**src/core/pwrseq_pkg.sv**
```systemverilog
// Package with constants and types for the regulator power sequencer.
package pwrseq_pkg;

    // ****************************************************************
    // Clock and timing
    // ****************************************************************
    localparam int CLK_HZ = 20_000_000;
    localparam int DEGLITCH_US = 1000;
    localparam int DEGLITCH_CYC = (CLK_HZ / 1_000_000) * DEGLITCH_US;
    localparam int DLY_UNIT_US = 500;
    localparam int DLY_UNIT_CYC = (CLK_HZ / 1_000_000) * DLY_UNIT_US;
    localparam int PFM_ENTRY_CYCLES = 32;
    localparam int NUM_RAILS = 4;

    // ****************************************************************
    // Delay selection codes: 1, 1.5, 2, 3, 6, 11 ms
    // ****************************************************************
    localparam logic [2:0] DSEL_1MS = 3'h0;
    localparam logic [2:0] DSEL_1P5MS = 3'h1;
    localparam logic [2:0] DSEL_2MS = 3'h2;
    localparam logic [2:0] DSEL_3MS = 3'h3;
    localparam logic [2:0] DSEL_6MS = 3'h4;
    localparam logic [2:0] DSEL_11MS = 3'h5;
    localparam logic [11:0] DSEL_DEFAULT = {DSEL_6MS, DSEL_3MS, DSEL_2MS, DSEL_1P5MS};

    // Delay in half-millisecond units for a selection code.
    function automatic logic [4:0] dsel_units(input logic [2:0] sel);
        logic [4:0] u;
        u = 5'h02;
        unique case (sel)
            DSEL_1MS: u = 5'h02;
            DSEL_1P5MS: u = 5'h03;
            DSEL_2MS: u = 5'h04;
            DSEL_3MS: u = 5'h06;
            DSEL_6MS: u = 5'h0c;
            DSEL_11MS: u = 5'h16;
            default: u = 5'h02;
        endcase
        return u;
    endfunction : dsel_units

    // ****************************************************************
    // Soft start current limit steps
    // ****************************************************************
    localparam logic [1:0] ILIM_213MA = 2'h0;
    localparam logic [1:0] ILIM_425MA = 2'h1;
    localparam logic [1:0] ILIM_850MA = 2'h2;
    localparam logic [1:0] ILIM_1700MA = 2'h3;
    localparam int SS_STEP_CYC = 256;

    // Per-rail enable bundle in order buck one, buck two, linear one, linear two.
    typedef struct packed {
        logic linear_reg_two;
        logic linear_reg_one;
        logic buck_two;
        logic buck_one;
    } rail_vec_t;

    // Comparator and detector inputs of one buck.
    typedef struct packed {
        logic below_high;
        logic below_low;
        logic below_low2;
        logic pfm_peak_current_limit;
        logic zero_current;
        logic light_load;
        logic low_headroom;
    } buck_sense_t;

    // Switch drive of one buck.
    typedef struct packed {
        logic high_side_on;
        logic low_side_on;
        logic pwm_mode;
        logic bias_on;
        logic [1:0] current_limit;
    } buck_drive_t;

endpackage : pwrseq_pkg

```
**src/core/trig_deglitch.sv**
```systemverilog
// Synchroniser and deglitch filter for the sequence trigger input.
`timescale 1ns/1ps
module trig_deglitch
    import pwrseq_pkg::*;
#(
    parameter int HOLD_CYC = DEGLITCH_CYC
) (
    input wire logic i_clk,
    input wire logic i_arst_n,
    input wire logic i_raw,
    output logic o_level,
    output logic o_rise,
    output logic o_fall
);
    logic sync1_reg, sync2_reg, level_reg;
    logic [$clog2(HOLD_CYC+1)-1:0] cnt_reg;
    wire differ = sync2_reg != level_reg;
    wire done = cnt_reg == ($bits(cnt_reg))'(HOLD_CYC - 1);

    // Only a change held stable for the full interval updates the level.
    always_ff @(posedge i_clk or negedge i_arst_n) begin
        if (!i_arst_n) begin
            sync1_reg <= 1'b0;
            sync2_reg <= 1'b0;
            level_reg <= 1'b0;
            cnt_reg <= '0;
            o_rise <= 1'b0;
            o_fall <= 1'b0;
        end else begin
            sync1_reg <= i_raw;
            sync2_reg <= sync1_reg;
            o_rise <= 1'b0;
            o_fall <= 1'b0;
            if (!differ) begin
                cnt_reg <= '0;
            end else if (done) begin
                cnt_reg <= '0;
                level_reg <= sync2_reg;
                o_rise <= sync2_reg;
                o_fall <= !sync2_reg;
            end else begin
                cnt_reg <= cnt_reg + 1'b1;
            end
        end
    end
    assign o_level = level_reg;
endmodule : trig_deglitch

```
**src/core/buck_ctrl.sv**
```systemverilog
// Modulation, PFM switch cycle, shutdown discharge and soft start of one buck.
`timescale 1ns/1ps
module buck_ctrl
    import pwrseq_pkg::*;
#(
    parameter int ENTRY_CYC = PFM_ENTRY_CYCLES,
    parameter int STEP_CYC = SS_STEP_CYC
) (
    input wire logic i_clk,
    input wire logic i_arst_n,
    input wire logic i_enable,
    input wire logic i_vin_ok,
    input wire logic i_force_pwm,
    input wire logic i_pwm_tick,
    input wire buck_sense_t i_sense,
    output buck_drive_t o_drive
);
    typedef enum {ST_OFF, ST_PWM, ST_PFM_HIGH, ST_PFM_LOW, ST_PFM_BRAKE, ST_PFM_SLEEP} st_t;
    st_t st_reg, st_next;
    logic en_d_reg, ss_active_reg;
    logic [1:0] ilim_reg;
    logic [$clog2(STEP_CYC)-1:0] step_reg;
    logic [$clog2(ENTRY_CYC+1)-1:0] light_reg;
    logic pwm_ph_reg;
    logic s_below_high, s_below_low, s_below_low2, s_peak, s_zero, s_light, s_head;

    assign s_below_high = i_sense.below_high;
    assign s_below_low = i_sense.below_low;
    assign s_below_low2 = i_sense.below_low2;
    assign s_peak = i_sense.pfm_peak_current_limit;
    assign s_zero = i_sense.zero_current;
    assign s_light = i_sense.light_load;
    assign s_head = i_sense.low_headroom;

    wire in_pfm = st_reg inside {ST_PFM_HIGH, ST_PFM_LOW, ST_PFM_BRAKE, ST_PFM_SLEEP};
    wire pfm_entry = light_reg >= ($bits(light_reg))'(ENTRY_CYC);

    always_comb begin
        st_next = st_reg;
        unique case (st_reg)
            ST_OFF: if (i_enable) st_next = ST_PWM;
            ST_PWM: if (!i_force_pwm && pfm_entry) st_next = ST_PFM_SLEEP;
            ST_PFM_HIGH: if (!s_below_high || s_peak) st_next = ST_PFM_LOW;
            ST_PFM_LOW: if (s_zero) st_next = s_below_high ? ST_PFM_HIGH : ST_PFM_SLEEP;
            ST_PFM_BRAKE: if (s_zero) st_next = ST_PFM_SLEEP;
            ST_PFM_SLEEP: if (s_below_low) st_next = ST_PFM_HIGH;
        endcase
        if (in_pfm && (s_below_low2 || i_force_pwm)) st_next = ST_PWM;
        if (st_reg == ST_PFM_HIGH && !s_below_high && !s_peak) st_next = ST_PFM_BRAKE;
        if (in_pfm && (s_below_low2 || i_force_pwm)) st_next = ST_PWM;
        if (!i_enable) st_next = ST_OFF;
    end

    always_ff @(posedge i_clk or negedge i_arst_n) begin
        if (!i_arst_n) begin
            st_reg <= ST_OFF;
            en_d_reg <= 1'b0;
            ss_active_reg <= 1'b0;
            ilim_reg <= ILIM_1700MA;
            step_reg <= '0;
            light_reg <= '0;
            pwm_ph_reg <= 1'b0;
        end else begin
            st_reg <= st_next;
            en_d_reg <= i_enable;
            pwm_ph_reg <= i_pwm_tick ? !pwm_ph_reg : pwm_ph_reg;
            if (st_reg != ST_PWM || !s_light) begin
                light_reg <= '0;
            end else if (i_pwm_tick && !pfm_entry) begin
                light_reg <= light_reg + 1'b1;
            end
            if (i_enable && !en_d_reg && i_vin_ok) begin
                ss_active_reg <= 1'b1;
                ilim_reg <= ILIM_213MA;
                step_reg <= '0;
            end else if (ss_active_reg) begin
                step_reg <= step_reg + 1'b1;
                if (step_reg == ($bits(step_reg))'(STEP_CYC - 1)) begin
                    ilim_reg <= ilim_reg + 1'b1;
                    ss_active_reg <= ilim_reg != ILIM_850MA;
                end
            end
            if (!i_enable) ss_active_reg <= 1'b0;
        end
    end

    wire pwm_hs = s_head ? 1'b1 : pwm_ph_reg;
    assign o_drive.high_side_on = (st_reg == ST_PWM && pwm_hs) || st_reg == ST_PFM_HIGH;
    assign o_drive.low_side_on = st_reg == ST_OFF
        || (st_reg == ST_PWM && !pwm_hs)
        || st_reg == ST_PFM_LOW || st_reg == ST_PFM_BRAKE;
    assign o_drive.pwm_mode = st_reg == ST_PWM;
    assign o_drive.bias_on = st_reg != ST_OFF;
    assign o_drive.current_limit = ilim_reg;
endmodule : buck_ctrl

```
**src/core/regulator_power_sequencer.sv**
```systemverilog
// Top level of the four-rail power sequencer and buck control logic.
`timescale 1ns/1ps

// Contract
// - Trigger rising starts power-on, falling shutdown.
// - Trigger edges recognised only after deglitch time.
// - Default on delays 1.5, 2, 3, 6 ms.
// - Each rail delay selectable from six values.
// - Rail on = enable bit AND (pin OR trigger); the code ignores the pins while the deglitched trigger is high.
// - Enable bits reset to on.
// - Bucks enabled by sequence; voltages revert after.
// - Auto PWM/PFM unless force bit set.
// - Below low2 threshold in PFM returns PWM.
// - PFM high side on until threshold or peak.
// - Low side on until zero current detected.
// - At threshold brake, then sleep until low.
// - Shutdown: switches and bias off, low side discharges.
// - Soft start only on enable rise, supply good.
// - Current limit steps 213, 425, 850, 1700 mA.
// - Low headroom allows full duty cycle.
// - PFM entry after 32 light-load switching cycles.
// - Default off delays 1.5, 2, 3, 6 ms.
module regulator_power_sequencer
    import pwrseq_pkg::*;
#(
    parameter int DEGLITCH_CYCLES = DEGLITCH_CYC,
    parameter int UNIT_CYCLES = DLY_UNIT_CYC,
    parameter int BUCK_ENTRY_CYCLES = PFM_ENTRY_CYCLES,
    parameter int SOFT_STEP_CYCLES = SS_STEP_CYC
) (
    input wire logic I_CLK_SYS,
    input wire logic I_ARST_N,
    input wire logic i_SEQ_TRIGGER,
    input wire rail_vec_t i_RAIL_PIN_ENABLE,
    input wire rail_vec_t i_REG_ENABLE_WR_DATA,
    input wire logic i_REG_ENABLE_WR,
    input wire logic [11:0] i_DELAY_SEL,
    input wire logic i_DELAY_SEL_WR,
    input wire logic [1:0] i_FORCE_PWM,
    input wire logic i_VIN_OK,
    input wire logic i_PWM_TICK,
    input wire buck_sense_t i_BUCK_ONE_SENSE,
    input wire buck_sense_t i_BUCK_TWO_SENSE,
    output rail_vec_t o_RAIL_ON,
    output rail_vec_t o_REG_ENABLE,
    output logic o_SEQ_ACTIVE,
    output logic o_SEQ_DONE,
    output logic o_VOUT_REVERT,
    output buck_drive_t o_BUCK_ONE_DRIVE,
    output buck_drive_t o_BUCK_TWO_DRIVE
);
    // ****************************************************************
    // Input synchronisers for pins
    // ****************************************************************
    rail_vec_t pin_s1_reg, pin_s2_reg;
    logic vin_s1_reg, vin_s2_reg;

    always_ff @(posedge I_CLK_SYS or negedge I_ARST_N) begin
        if (!I_ARST_N) begin
            pin_s1_reg <= '0;
            pin_s2_reg <= '0;
            vin_s1_reg <= 1'b0;
            vin_s2_reg <= 1'b0;
        end else begin
            pin_s1_reg <= i_RAIL_PIN_ENABLE;
            pin_s2_reg <= pin_s1_reg;
            vin_s1_reg <= i_VIN_OK;
            vin_s2_reg <= vin_s1_reg;
        end
    end

    // ****************************************************************
    // Trigger deglitch
    // ****************************************************************
    logic trig_level, trig_rise, trig_fall;

    trig_deglitch #(
        .HOLD_CYC(DEGLITCH_CYCLES)
    ) u_deglitch (
        .i_clk(I_CLK_SYS),
        .i_arst_n(I_ARST_N),
        .i_raw(i_SEQ_TRIGGER),
        .o_level(trig_level),
        .o_rise(trig_rise),
        .o_fall(trig_fall)
    );

    // ****************************************************************
    // Configuration bits
    // ****************************************************************
    rail_vec_t reg_en_reg;
    logic [11:0] dsel_reg;

    always_ff @(posedge I_CLK_SYS or negedge I_ARST_N) begin
        if (!I_ARST_N) begin
            reg_en_reg <= '1;
            dsel_reg <= DSEL_DEFAULT;
        end else begin
            if (i_REG_ENABLE_WR) reg_en_reg <= i_REG_ENABLE_WR_DATA;
            if (i_DELAY_SEL_WR) dsel_reg <= i_DELAY_SEL;
        end
    end
    assign o_REG_ENABLE = reg_en_reg;

    // ****************************************************************
    // Sequencer
    // ****************************************************************
    typedef enum {SQ_IDLE, SQ_UP, SQ_DOWN} sq_t;
    sq_t sq_reg, sq_next;
    logic [$clog2(UNIT_CYCLES)-1:0] pre_reg;
    logic [4:0] units_reg;
    rail_vec_t seq_on_reg;
    logic revert_reg;
    logic [4:0] rail_units [NUM_RAILS];
    logic [NUM_RAILS-1:0] rail_hit;

    // Each rail switches when the shared half-millisecond count reaches its own delay.
    for (genvar g = 0; g < NUM_RAILS; g++) begin : g_rail
        assign rail_units[g] = dsel_units(dsel_reg[3*g +: 3]);
        assign rail_hit[g] = units_reg >= rail_units[g];
    end

    wire unit_tick = pre_reg == ($bits(pre_reg))'(UNIT_CYCLES - 1);
    wire all_hit = &rail_hit;

    always_comb begin
        sq_next = sq_reg;
        unique case (sq_reg)
            SQ_IDLE: sq_next = SQ_IDLE;
            SQ_UP: if (all_hit) sq_next = SQ_IDLE;
            SQ_DOWN: if (all_hit) sq_next = SQ_IDLE;
        endcase
        if (trig_rise) sq_next = SQ_UP;
        if (trig_fall) sq_next = SQ_DOWN;
    end

    always_ff @(posedge I_CLK_SYS or negedge I_ARST_N) begin
        if (!I_ARST_N) begin
            sq_reg <= SQ_IDLE;
            pre_reg <= '0;
            units_reg <= '0;
            seq_on_reg <= '0;
            revert_reg <= 1'b0;
        end else begin
            sq_reg <= sq_next;
            revert_reg <= 1'b0;
            if (trig_rise || trig_fall) begin
                pre_reg <= '0;
                units_reg <= '0;
            end else if (sq_reg != SQ_IDLE) begin
                pre_reg <= unit_tick ? '0 : pre_reg + 1'b1;
                if (unit_tick && !all_hit) units_reg <= units_reg + 1'b1;
                if (sq_reg == SQ_UP) begin
                    seq_on_reg <= seq_on_reg | rail_hit;
                    revert_reg <= all_hit;
                end else begin
                    seq_on_reg <= seq_on_reg & ~rail_hit;
                end
            end
        end
    end

    assign o_SEQ_ACTIVE = sq_reg != SQ_IDLE;
    assign o_SEQ_DONE = sq_reg == SQ_IDLE && seq_on_reg == '1;
    assign o_VOUT_REVERT = revert_reg;

    // ****************************************************************
    // Rail enable equation
    // ****************************************************************
    // While the trigger is high pin toggles are ignored; the timed state also holds the rails
    // through the cycle in which a falling trigger is seen, so shutdown starts without a dropout.
    rail_vec_t gate_vec;
    assign gate_vec = seq_on_reg | (trig_level ? '0 : pin_s2_reg);
    assign o_RAIL_ON = reg_en_reg & gate_vec;

    // ****************************************************************
    // Buck controllers
    // ****************************************************************
    buck_ctrl #(
        .ENTRY_CYC(BUCK_ENTRY_CYCLES),
        .STEP_CYC(SOFT_STEP_CYCLES)
    ) u_buck_one (
        .i_clk(I_CLK_SYS),
        .i_arst_n(I_ARST_N),
        .i_enable(o_RAIL_ON.buck_one),
        .i_vin_ok(vin_s2_reg),
        .i_force_pwm(i_FORCE_PWM[0]),
        .i_pwm_tick(i_PWM_TICK),
        .i_sense(i_BUCK_ONE_SENSE),
        .o_drive(o_BUCK_ONE_DRIVE)
    );

    buck_ctrl #(
        .ENTRY_CYC(BUCK_ENTRY_CYCLES),
        .STEP_CYC(SOFT_STEP_CYCLES)
    ) u_buck_two (
        .i_clk(I_CLK_SYS),
        .i_arst_n(I_ARST_N),
        .i_enable(o_RAIL_ON.buck_two),
        .i_vin_ok(vin_s2_reg),
        .i_force_pwm(i_FORCE_PWM[1]),
        .i_pwm_tick(i_PWM_TICK),
        .i_sense(i_BUCK_TWO_SENSE),
        .o_drive(o_BUCK_TWO_DRIVE)
    );

endmodule : regulator_power_sequencer

```
**config.mk**
```make
export PLATFORM = sky130hd
export DESIGN_NAME = regulator_power_sequencer
export DESIGN_NICKNAME = d
export VERILOG_FILES = /design/src/core/pwrseq_pkg.sv /design/src/core/trig_deglitch.sv /design/src/core/buck_ctrl.sv /design/src/core/regulator_power_sequencer.sv
export SDC_FILE = /design/constraint.sdc
export NUM_CORES = 1
export LEC_CHECK = 0
export BUFFER_PORTS_ARGS = -buffer_cell sky130_fd_sc_hd__buf_4
export CAP_MARGIN = 10
export CORE_MARGIN = 2
export CORE_UTILIZATION = 55
export CTS_BUF_LIST = sky130_fd_sc_hd__clkbuf_16
export DETAILED_ROUTE_END_ITERATION = 8
export PLACE_DENSITY = 0.75
export SYNTH_ARGS = -nofsm -noshare
export SYNTH_HDL_FRONTEND = slang
export SYNTH_SLANG_ARGS = --single-unit
```
**constraint.sdc**
```tcl
create_clock -name I_CLK_SYS -period 2.9 [get_ports I_CLK_SYS]
set_clock_uncertainty 0.15 [all_clocks]
set_input_delay 0.87 -clock I_CLK_SYS [delete_from_list [all_inputs] [get_ports I_CLK_SYS]]
set_output_delay 0.87 -clock I_CLK_SYS [all_outputs]
set_load 0.02 [all_outputs]
```
* Word level (Yosys, flattened, before mapping)
Cells that the tools add are included.
W data, S select, Z words.
** Storage, ports and cells
- Register bits after elaboration :: 204
- Latch bits :: 0
- Memory bits (writable) :: 0
- ROM bits :: 0
- Input bits :: 43
- Output and inout port bits :: 23
- Logic and storage cells :: 276
- Memories kept :: 0
** Cells by class
- Add/sub/neg operators :: 9
- $mul :: 0
- Div/mod/pow operators :: 0
- Magnitude comparators :: 6
- Eq/ne operators :: 62
- Shifts and indexed selects :: 0
- Muxes and demuxes :: 69
- Bitwise logic cells :: 6
- Reduce and logical (&&, ||, !) cells :: 81
** Operator list (number)
- $mux W32 :: 19
- $pmux W32 S6 :: 2
- $eq A32 B2 Y1 const B :: 8
- $eq A32 B3 Y1 const B :: 8
- $logic_not A32 Y1 :: 6
- $pmux W5 S5 :: 4
- $eq A32 B1 Y1 const B :: 3
- $reduce_bool A32 Y1 :: 3
- $eq A32 B4 Y1 const B :: 2
- $ne A32 B2 Y1 const B :: 2
- $pmux W32 S2 :: 1
- $mux W14 :: 3
- $ne A5 B5 Y1 const B :: 8
- $mux W8 :: 4
- $mux W15 :: 2
- $eq A3 B2 Y1 const B :: 8
- $eq A3 B3 Y1 const B :: 8
- $mux W6 :: 4
- $ge A5 B5 Y1 :: 4
- $logic_and A1 B1 Y1 :: 20
- $logic_not A1 Y1 :: 18
- $mux W1 :: 17
- $add A8 B1 Y8 const B :: 2
- $eq A8 B8 Y1 const B :: 2
- 29 further kinds :: 75

* Logic depth before layout (Yosys ltp)
Gate-level depths: netlist of run 1.
- Depth after elaboration :: 9
- Mapped depth :: 9
- Depth with buffers taken out :: 9

* Modules after synthesis
A second synthesis of run 1 with hierarchy kept.
** Second synthesis, totals
- Cells, all modules :: 608
- Area, all modules :: 6273.5 µm²
** Modules (own cells, without submodules)
- regulator_power_sequencer :: times used 1, cells each 266, area an instance 2786.4 µm², sequential area each 1312.5 µm²
- buck_ctrl (u_buck_one) :: times used 1, cells each 130, area an instance 1277.5 µm², sequential area each 553.0 µm²
- buck_ctrl (u_buck_two) :: times used 1, cells each 131, area an instance 1238.7 µm², sequential area each 553.0 µm²
- trig_deglitch :: times used 1, cells each 81, area an instance 970.9 µm², sequential area each 500.5 µm²

* Worst setup path after synthesis of run 1
OpenSTA, ideal clock, no wires.
- Kind :: register to register
- Start point :: register dsel_reg[11]
- End point :: register units_reg[2]
- Library setup time :: 0.077 ns
- Data arrival time :: 2.196 ns
- Required time :: 2.673 ns
- Slack :: 0.477 ns
- Cell stages (with the launch flop) :: 8
- Path buffers :: 0
- Period minus slack after synthesis :: 2.423 ns
- Path through :: dfstp_2 or3b_2 ha_1 nand2_1 o21ai_0 a41o_2 or3_1 a21oi_1
** On the way
- Word-level cells in the longest chain between the ends :: 8
- Elaborated cells between the ends (all ways) :: 12
- Classes of those cells :: order compare: 1; eq/ne: 5; mux: 1; reduce/logical: 5
** Ends and longest elaborated chain
- start: declaration :: RTL line regulator_power_sequencer.sv:92 : logic [11:0] dsel_reg;
- start signal: assignment :: RTL line regulator_power_sequencer.sv:100 : if (i_DELAY_SEL_WR) dsel_reg <= i_DELAY_SEL;
- $eq A3 B3 Y1, or another cell as far along :: RTL line pwrseq_pkg.sv:30 : unique case (sel)
- $pmux W5 S5 (*) :: RTL line pwrseq_pkg.sv:30
- $ge A5 B5 Y1 (*) :: RTL line regulator_power_sequencer.sv:120 : assign rail_hit[g] = units_reg >= rail_units[g];
- $reduce_and A4 Y1 (*) :: RTL line regulator_power_sequencer.sv:124 : wire all_hit = &rail_hit;
- $logic_not A1 Y1 (*) :: RTL line regulator_power_sequencer.sv:152 : if (unit_tick && !all_hit) units_reg <= units_reg + 1'b1;
- $logic_and A1 B1 Y1 (*) :: RTL line regulator_power_sequencer.sv:152
- $reduce_bool A2 Y1 (no source line) (*)
- $reduce_and A2 Y1 (no source line) (*)
- end signal: assignment :: RTL line regulator_power_sequencer.sv:152
- end: declaration :: RTL line regulator_power_sequencer.sv:111 : logic [4:0] units_reg;
Every way passes the cells marked *; elsewhere a longest branch is shown, timed or not.
A chain may end at the register's enable or synchronous reset.

* Worst setup path in the final report of run 1
- Start point :: register dsel_reg[0]
- End point :: register units_reg[4]
Same word-level chain as after synthesis.

==> qor.txt, run 1 <==
PLACED DESIGN
-------------------------------------------------------------------------------------------
Area after DPL                                                                  0.00669 mm2
Routability Congestion                                                                0.798
Dpl cells                                                                               804
Placed wire-length estimate                                                         8.65 mm
Pre-CTS setup slack                                                                0.203 ns
Quantity of I/O buffers inserted on ports                                                65

YOSYS
-------------------------------------------------------------------------------------------
Mean instance size in the synthesized netlist                                      9.92 um2
Top post-synthesis cells by area                                               dfrtp_1 43%, ha_1 7.0%, dfstp_2 5.6%, nor2_1 4.8%, mux2_2 3.9%
Fraction of synthesized cell area taken by the top area cell type                     0.425
Total of warnings raised by yosys                                                         0
Cell Area, Synth                                                                0.00606 mm2
Unique masters post-synth                                                                58
Post-synth top flop                                                                 dfrtp_1
Post-synth EDFFs                                                                          0
Share of synthesized registers carrying an async set or reset                          1.00
Count of mapped cells out of synthesis                                                  611
Synthesized Nets                                                                        688
Cell type contributing the most total cell area after synthesis                     dfrtp_1
Yosys reg bits                                                                          116
Proportion of synthesized chip area in sequential cells                               0.481

SETUP PATH
-------------------------------------------------------------------------------------------
Required time of the critical path                                                  3.07 ns
Critical Path Start Type                                                          flip-flop
Kind of end point of the critical path                                            flip-flop
Buffers & Inverters on Critical Path                                                      0
Cell type group with the largest total delay on the critical path              compound AO/OA/AOI/OAI gates
Data arrival time of the critical path                                              2.92 ns
Kind of critical path                                                          flip-flop to flip-flop
Crit-path cells                                                                nor3b_1 > ha_1 > nand2b_1 > a31oi_1 > o21ai_0 > a41o_2 > or3_1 > a21oi_1
Critical path's largest stage delay                                                 0.56 ns
Critical-path maximum fanout                                                             10
Master of the slowest instance on the critical path                                 dfstp_2

CTS
-------------------------------------------------------------------------------------------
CTS Hold Buffers Added                                                                    0
Total CTS buffers                                                                        17
Clock transition at the registers of the reported paths                             0.05 ns
Number of H-tree levels                                                                   4
Setup fix buffers added after clock tree synthesis                                        0
Max clock buf depth                                                                       2
Clock latency at the later pin of the worst-skew pair                               0.41 ns
Clock Tree Root                                                                   clkbuf_16
Post-CTS resize count                                                                     0
CTS tree                                                                               done
Sinks on the clock net                                                                  116

WORST HOLD PATH
-------------------------------------------------------------------------------------------
Hold Path Class                                                                flip-flop to flip-flop

STA
-------------------------------------------------------------------------------------------
Highest attainable clock frequency                                                  364 MHz
Worst relative slew slack                                                             0.156
Post-route fraction of the period consumed by the critical path                       0.948
Final setup fails                                                                         0
Total Neg Setup Slack                                                                  0 ns
Min cycle time layout                                                               2.75 ns
Total count of hold-check failures in the final report                                    0
Fin. max-slew vios                                                                        0
Final worst slack                                                                  0.149 ns
Worst-margin pin slew                                                               1.26 ns
Tightest hold margin                                                               0.191 ns
Unrepaired setup endpoints after global routing                                       false

POWER AND IR DROP
-------------------------------------------------------------------------------------------
Leak pwr                                                                            3.27 nW
Post-layout total power                                                             4.19 mW
Worst IR Drop VDD                                                                    442 uV
Cell Pwr Density                                                                 579 mW/mm2

FINISH
-------------------------------------------------------------------------------------------
Synth-to-layout area growth                                                           19.4%
Antenna Cells                                                                             0
Area occupied by registers                                                      0.00292 mm2
Fraction of layout instances using a drive strength above 1                           0.217
Most common cell after layout, fill and taps aside                                  dfrtp_1
Cell area after layout                                                          0.00724 mm2
Area of the multi-input gates                                                   0.00298 mm2
Non-filler instance count after layout                                                  836
Number of flip-flops in the largest register                                             15
Filler cells                                                                            842
# nets final                                                                            760
Top library cells by usage in the layout, fill and taps aside                  103 x dfrtp_1, 77 x nor2_1, 68 x buf_4, 57 x nand2_1, 41 x o21ai_0
Utilization after layout                                                              0.671

DRT
-------------------------------------------------------------------------------------------
Number of design-rule violations left by the first detailed-router iteration            302
Residual antenna-violating net count after detailed routing                               0
Routed WL                                                                           12.6 mm
Post-detailed-route via-to-cell ratio                                                  5.60
Length of the first detailed-routing pass in iterations                                   5
Vias                                                                                  4,684
Count of unresolved DRC violations after routing                                          0
Routed wire per std cell                                                            15.1 um

GLOBAL ROUTE
-------------------------------------------------------------------------------------------
Aggregate global routing overflow                                                         0
Largest net degree at the start of global routing                                        63
Number of global-route vias before repair                                             4,532
Global routing usage summed across all routing layers                                 0.225
Global-route wire length before repair                                              20.8 mm
Initial antenna violation count                                                           0

STATUS
-------------------------------------------------------------------------------------------
Run status                                                                     finished clean

FLOORPLANNING
-------------------------------------------------------------------------------------------
Starting density of the core                                                          0.562
Core region area                                                                 0.0108 mm2
Io pins                                                                                  66
Die W                                                                                109 um
Row Count                                                                                38
Full die area                                                                    0.0119 mm2
Chip Height                                                                          109 um

RUN
-------------------------------------------------------------------------------------------
Count of maximum capacitance violations                                                   0

final timing paths:
path                        startpoint         endpoint  slack (ns)  cells past startpoint
max                        dsel_reg[0]     units_reg[4]        0.15                      8
min in group asynchronous     I_ARST_N      dsel_reg[8]        0.27                      1
min                         vin_s1_reg       vin_s2_reg        0.19                      0
max in group asynchronous     I_ARST_N  o_REG_ENABLE[2]        1.59                      2
max reg2reg                dsel_reg[0]     units_reg[4]        0.15                      8
min reg2reg                 vin_s1_reg       vin_s2_reg        0.19                      0
power breakdown:
part / total (mW) / switching (mW) / internal (mW)
logic: 0.462 / 0.236 / 0.226
registers: 1.83 / 0.108 / 1.72
clock network: 1.89 / 0.731 / 1.16
total: 4.19 / 1.08 / 3.11
Yosys cell counts (all sizes together) (2+ instances only):
cell type  count
a211oi         2
a21o           4
a21oi         25
a22oi          4
a31o           2
a31oi          6
a41o           2
and2           5
and3           9
buf            9
clkbuf         7
dfrtp        103
dfstp         13
ha            34
inv           23
mux2          21
mux2i          6
nand2         57
nand2b         5
nand3         14
nand3b         4
nand4         16
nor2          78
nor2b         11
nor3          10
nor3b          9
nor4           3
o211ai         2
o21a           2
o21ai         43
o21bai         2
o311a          2
o31ai          2
o41ai          2
or2            5
or3           10
or3b           4
xnor2         18
xor2          27
per-layer routing:
layer,part of all wire,vias to the layer above,GRT usage
li1,-,2276,-
met1,0.44,2246,0.284
met2,0.49,145,0.374
met3,0.055,17,0.0592
met4,0.015,0,0.0797
met5,0,-,0
cell families (layout without fill, tap and decap cells):
group                      count (synthesis)  count (layout)  share of synthesized area
DFF                                      116             116                      0.481
xor gates and xnor gates                  45              45                     0.0650
muxes                                     27              27                     0.0489
buffers and inverters                     39             124                     0.0266
AOI/OAI and AO/OA                        106             106                      0.106
adders and majority gates                 34              34                     0.0702
and+or+nand+nor                          244             244                      0.202
cell type report:
type / count / area share
inverter: 23 / 0.0119
clock buffer: 17 / 0.0588
timing repair buffer: 69 / 0.0733
sequential: 116 / 0.403
clock inverter: 15 / 0.0163
multi-input combinational: 456 / 0.412
tap: 140 / 0.0242
Note: power is estimated with default switching activity, not from simulation.
==> run 2, diff against run 1 <==
REMOVE_ABC_BUFFERS = 1   (was unset)
==> run 2 against run 1 <==
  * Final area increased by 0.45%
  * Hold slack better by 0.010 ns
  * Sequential power barely moved
  * Total power increased by 0.27%
  * Critical path depth is 4 lower
  * Global-route usage increased by 0.25 points
  * Worst setup slack gained 0.0056 ns
  * Sequential cell count stayed put
  * Non-clock buffer count is 4 higher
  * First-iteration DRC count is 0.99% lower
  * Clock-buffer cell count unchanged
  * Largest power group unchanged
==> qor.txt, run 2 (synthesized netlist as in run 1, its figures left out) <==
STATUS
-------------------------------------------------------------------------------------------
Run status                                                                     finished clean

PLACED DESIGN
-------------------------------------------------------------------------------------------
Routability Congestion                                                                0.808   +1.2%
Dpl cells                                                                               808   +0.50%
Placed wire-length estimate                                                         8.74 mm   +1.1%
Area after DPL                                                                  0.00672 mm2   +0.45%
Quantity of I/O buffers inserted on ports                                                65   unchanged

WORST HOLD PATH
-------------------------------------------------------------------------------------------
Startpoint of the most critical hold path                                      pin_s1_reg[0]
Cell depth of the worst hold path                                                         0   unchanged
Hold Path Class                                                                flip-flop to flip-flop

SETUP PATH
-------------------------------------------------------------------------------------------
Critical Path Start Type                                                          flip-flop
Crit-path cells                                                                nor2b_1 > a21oi_1 > nor2_1 > buf_4
Cell type group with the largest total delay on the critical path                flip-flops
Depth of the most critical reg-to-reg path                                                8   unchanged
Master of the slowest instance on the critical path                                 dfrtp_1
Worst flop-to-flop path startpoint                                              dsel_reg[4]
Data arrival time of the critical path                                              1.73 ns   -1.19 ns
Buffers & Inverters on Critical Path                                                      1   +1
Critical-path maximum fanout                                                             14   +4
Critical path's largest stage delay                                                 0.57 ns   about the same
Required time of the critical path                                                  1.88 ns   -1.19 ns
Kind of end point of the critical path                                         primary output
Logic depth of the worst path, buffers included                                           4   -4
Kind of critical path                                                          flip-flop to primary output
CP startpoint                                                                  u_buck_one.st_reg[0]

FLOORPLANNING
-------------------------------------------------------------------------------------------
Row Count                                                                                38   unchanged
Core region area                                                                 0.0108 mm2   unchanged
Full die area                                                                    0.0119 mm2   unchanged
Chip Height                                                                          109 um   unchanged
Die W                                                                                109 um   unchanged
Io pins                                                                                  66   unchanged
Starting density of the core                                                          0.562   unchanged

GLOBAL ROUTE
-------------------------------------------------------------------------------------------
Global routing usage summed across all routing layers                                 0.227   +0.00247
Aggregate global routing overflow                                                         0   unchanged
Global-route wire length before repair                                              21.0 mm   +0.93%
Largest net degree at the start of global routing                                        46   -27%
Number of global-route vias before repair                                             4,613   +1.8%
Initial antenna violation count                                                           0   unchanged

DRT
-------------------------------------------------------------------------------------------
Count of unresolved DRC violations after routing                                          0   unchanged
Length of the first detailed-routing pass in iterations                                   4   -1
Number of design-rule violations left by the first detailed-router iteration            299   -0.99%
Routed wire per std cell                                                            14.7 um   -2.3%
Post-detailed-route via-to-cell ratio                                                  5.60   about the same
Residual antenna-violating net count after detailed routing                               0   unchanged
Routed WL                                                                           12.4 mm   -1.9%
Vias                                                                                  4,708   +0.51%

STA
-------------------------------------------------------------------------------------------
Highest attainable clock frequency                                                  364 MHz   +0.20%
Min cycle time layout                                                               2.75 ns   -0.00559 ns
Worst relative slew slack                                                             0.455   +0.299
Worst-margin pin slew                                                              0.806 ns   -0.457 ns
Post-route fraction of the period consumed by the critical path                       0.947   -0.00193
Unrepaired setup endpoints after global routing                                       false
Tightest hold margin                                                               0.202 ns   +0.0101 ns
Fin. max-slew vios                                                                        0   unchanged
Total Neg Setup Slack                                                                  0 ns   unchanged
Total count of hold-check failures in the final report                                    0   unchanged
Final setup fails                                                                         0   unchanged

CTS
-------------------------------------------------------------------------------------------
CTS Hold Buffers Added                                                                    0   unchanged
Max clock buf depth                                                                       2   unchanged
CTS tree                                                                               done
Post-CTS resize count                                                                     1   +1
Setup fix buffers added after clock tree synthesis                                        0   unchanged
Clock Tree Root                                                                   clkbuf_16
Sinks on the clock net                                                                  116   unchanged
Number of H-tree levels                                                                   4   unchanged
Clock transition at the registers of the reported paths                             0.05 ns   about the same
Clock latency at the later pin of the worst-skew pair                               0.41 ns   about the same
Total CTS buffers                                                                        17   unchanged

FINISH
-------------------------------------------------------------------------------------------
Most common cell after layout, fill and taps aside                                  dfrtp_1
Number of flip-flops in the largest register                                             15   unchanged
Top library cells by usage in the layout, fill and taps aside                  103 x dfrtp_1, 77 x nor2_1, 72 x buf_4, 57 x nand2_1, 41 x o21ai_0
Cell area after layout                                                          0.00727 mm2   +0.45%
Fraction of layout instances using a drive strength above 1                           0.223   +0.00590
Filler cells                                                                            813   -3.4%
Antenna Cells                                                                             0   unchanged
Non-filler instance count after layout                                                  840   +0.48%
Synth-to-layout area growth                                                           19.9%
# nets final                                                                            764   +0.53%

POWER AND IR DROP
-------------------------------------------------------------------------------------------
Worst IR Drop VDD                                                                    531 uV   +20%
Post-layout total power                                                             4.20 mW   +0.27%
Leak pwr                                                                            3.30 nW   +0.74%
Cell Pwr Density                                                                 578 mW/mm2   -0.18%

RUN
-------------------------------------------------------------------------------------------
Count of maximum capacitance violations                                                   0   unchanged

-- run 2: cell types whose count changed in the layout (fill, tap and decap cells not counted), sizes merged --
cell / before / now
buf: 69 / 73
clkinv: 8 / 11
clkinvlp: 4 / 2
inv: 25 / 24
-- run 2: layer usage --
| metal | part of all wire | track usage | vias up |
|---|---|---|---|
| met1 | 0.45 | 0.287 | 2294 |
| met2 | 0.48 | 0.371 | 107 |
| li1 | - | - | 2291 |
| met4 | 0.013 | 0.0797 | 0 |
| met5 | 0 | 0 | - |
| met3 | 0.052 | 0.0693 | 16 |
-- run 2: worst paths after layout --
kind	to	slack, ns
min in group asynchronous	u_buck_two.light_reg[4]	0.28
setup / recovery	o_BUCK_ONE_DRIVE[5]	0.15
setup reg to reg	units_reg[4]	0.29
max in group asynchronous	dsel_reg[7]	1.56
hold reg to reg	pin_s2_reg[0]	0.20
hold / removal	pin_s2_reg[0]	0.20
-- run 2: final cells by class --
cell class	instances	area (um2)	area share
multi-input cells	456	2990	0.411
flip-flops and latches	116	2920	0.402
repair buffers	73	561	0.0771
clock buffers	17	425	0.0585
well taps	140	175	0.0241
clock inverters	15	116	0.0160
inverters	23	86.3	0.0119
-- run 2: report_power, final --
part,leakage [nW],switching [mW],internal (mW)
clock network,0.265,0.742,1.16
logic,1.52,0.236,0.228
registers,1.51,0.107,1.72
total,3.30,1.09,3.11
-- run 2: worst register-to-register path, stage by stage (launching register included) --
cell and delay (ns):
dfstp_2 0.56, xnor2_1 0.18, ha_1 0.31, a21o_1 0.18, a31oi_1 0.13, o21ai_0 0.19
a41o_2 0.32, or3_1 0.36, a21oi_1 0.15
-- run 2: metrics by stage --
step           setup WS [ns]   util
5_1_grt               0.0539  0.674
2_1_floorplan          0.476      -
6_report               0.155  0.674
4_1_cts                0.159  0.674
3_5_place_dp           0.278  0.623
3_3_place_gp           0.271  0.623
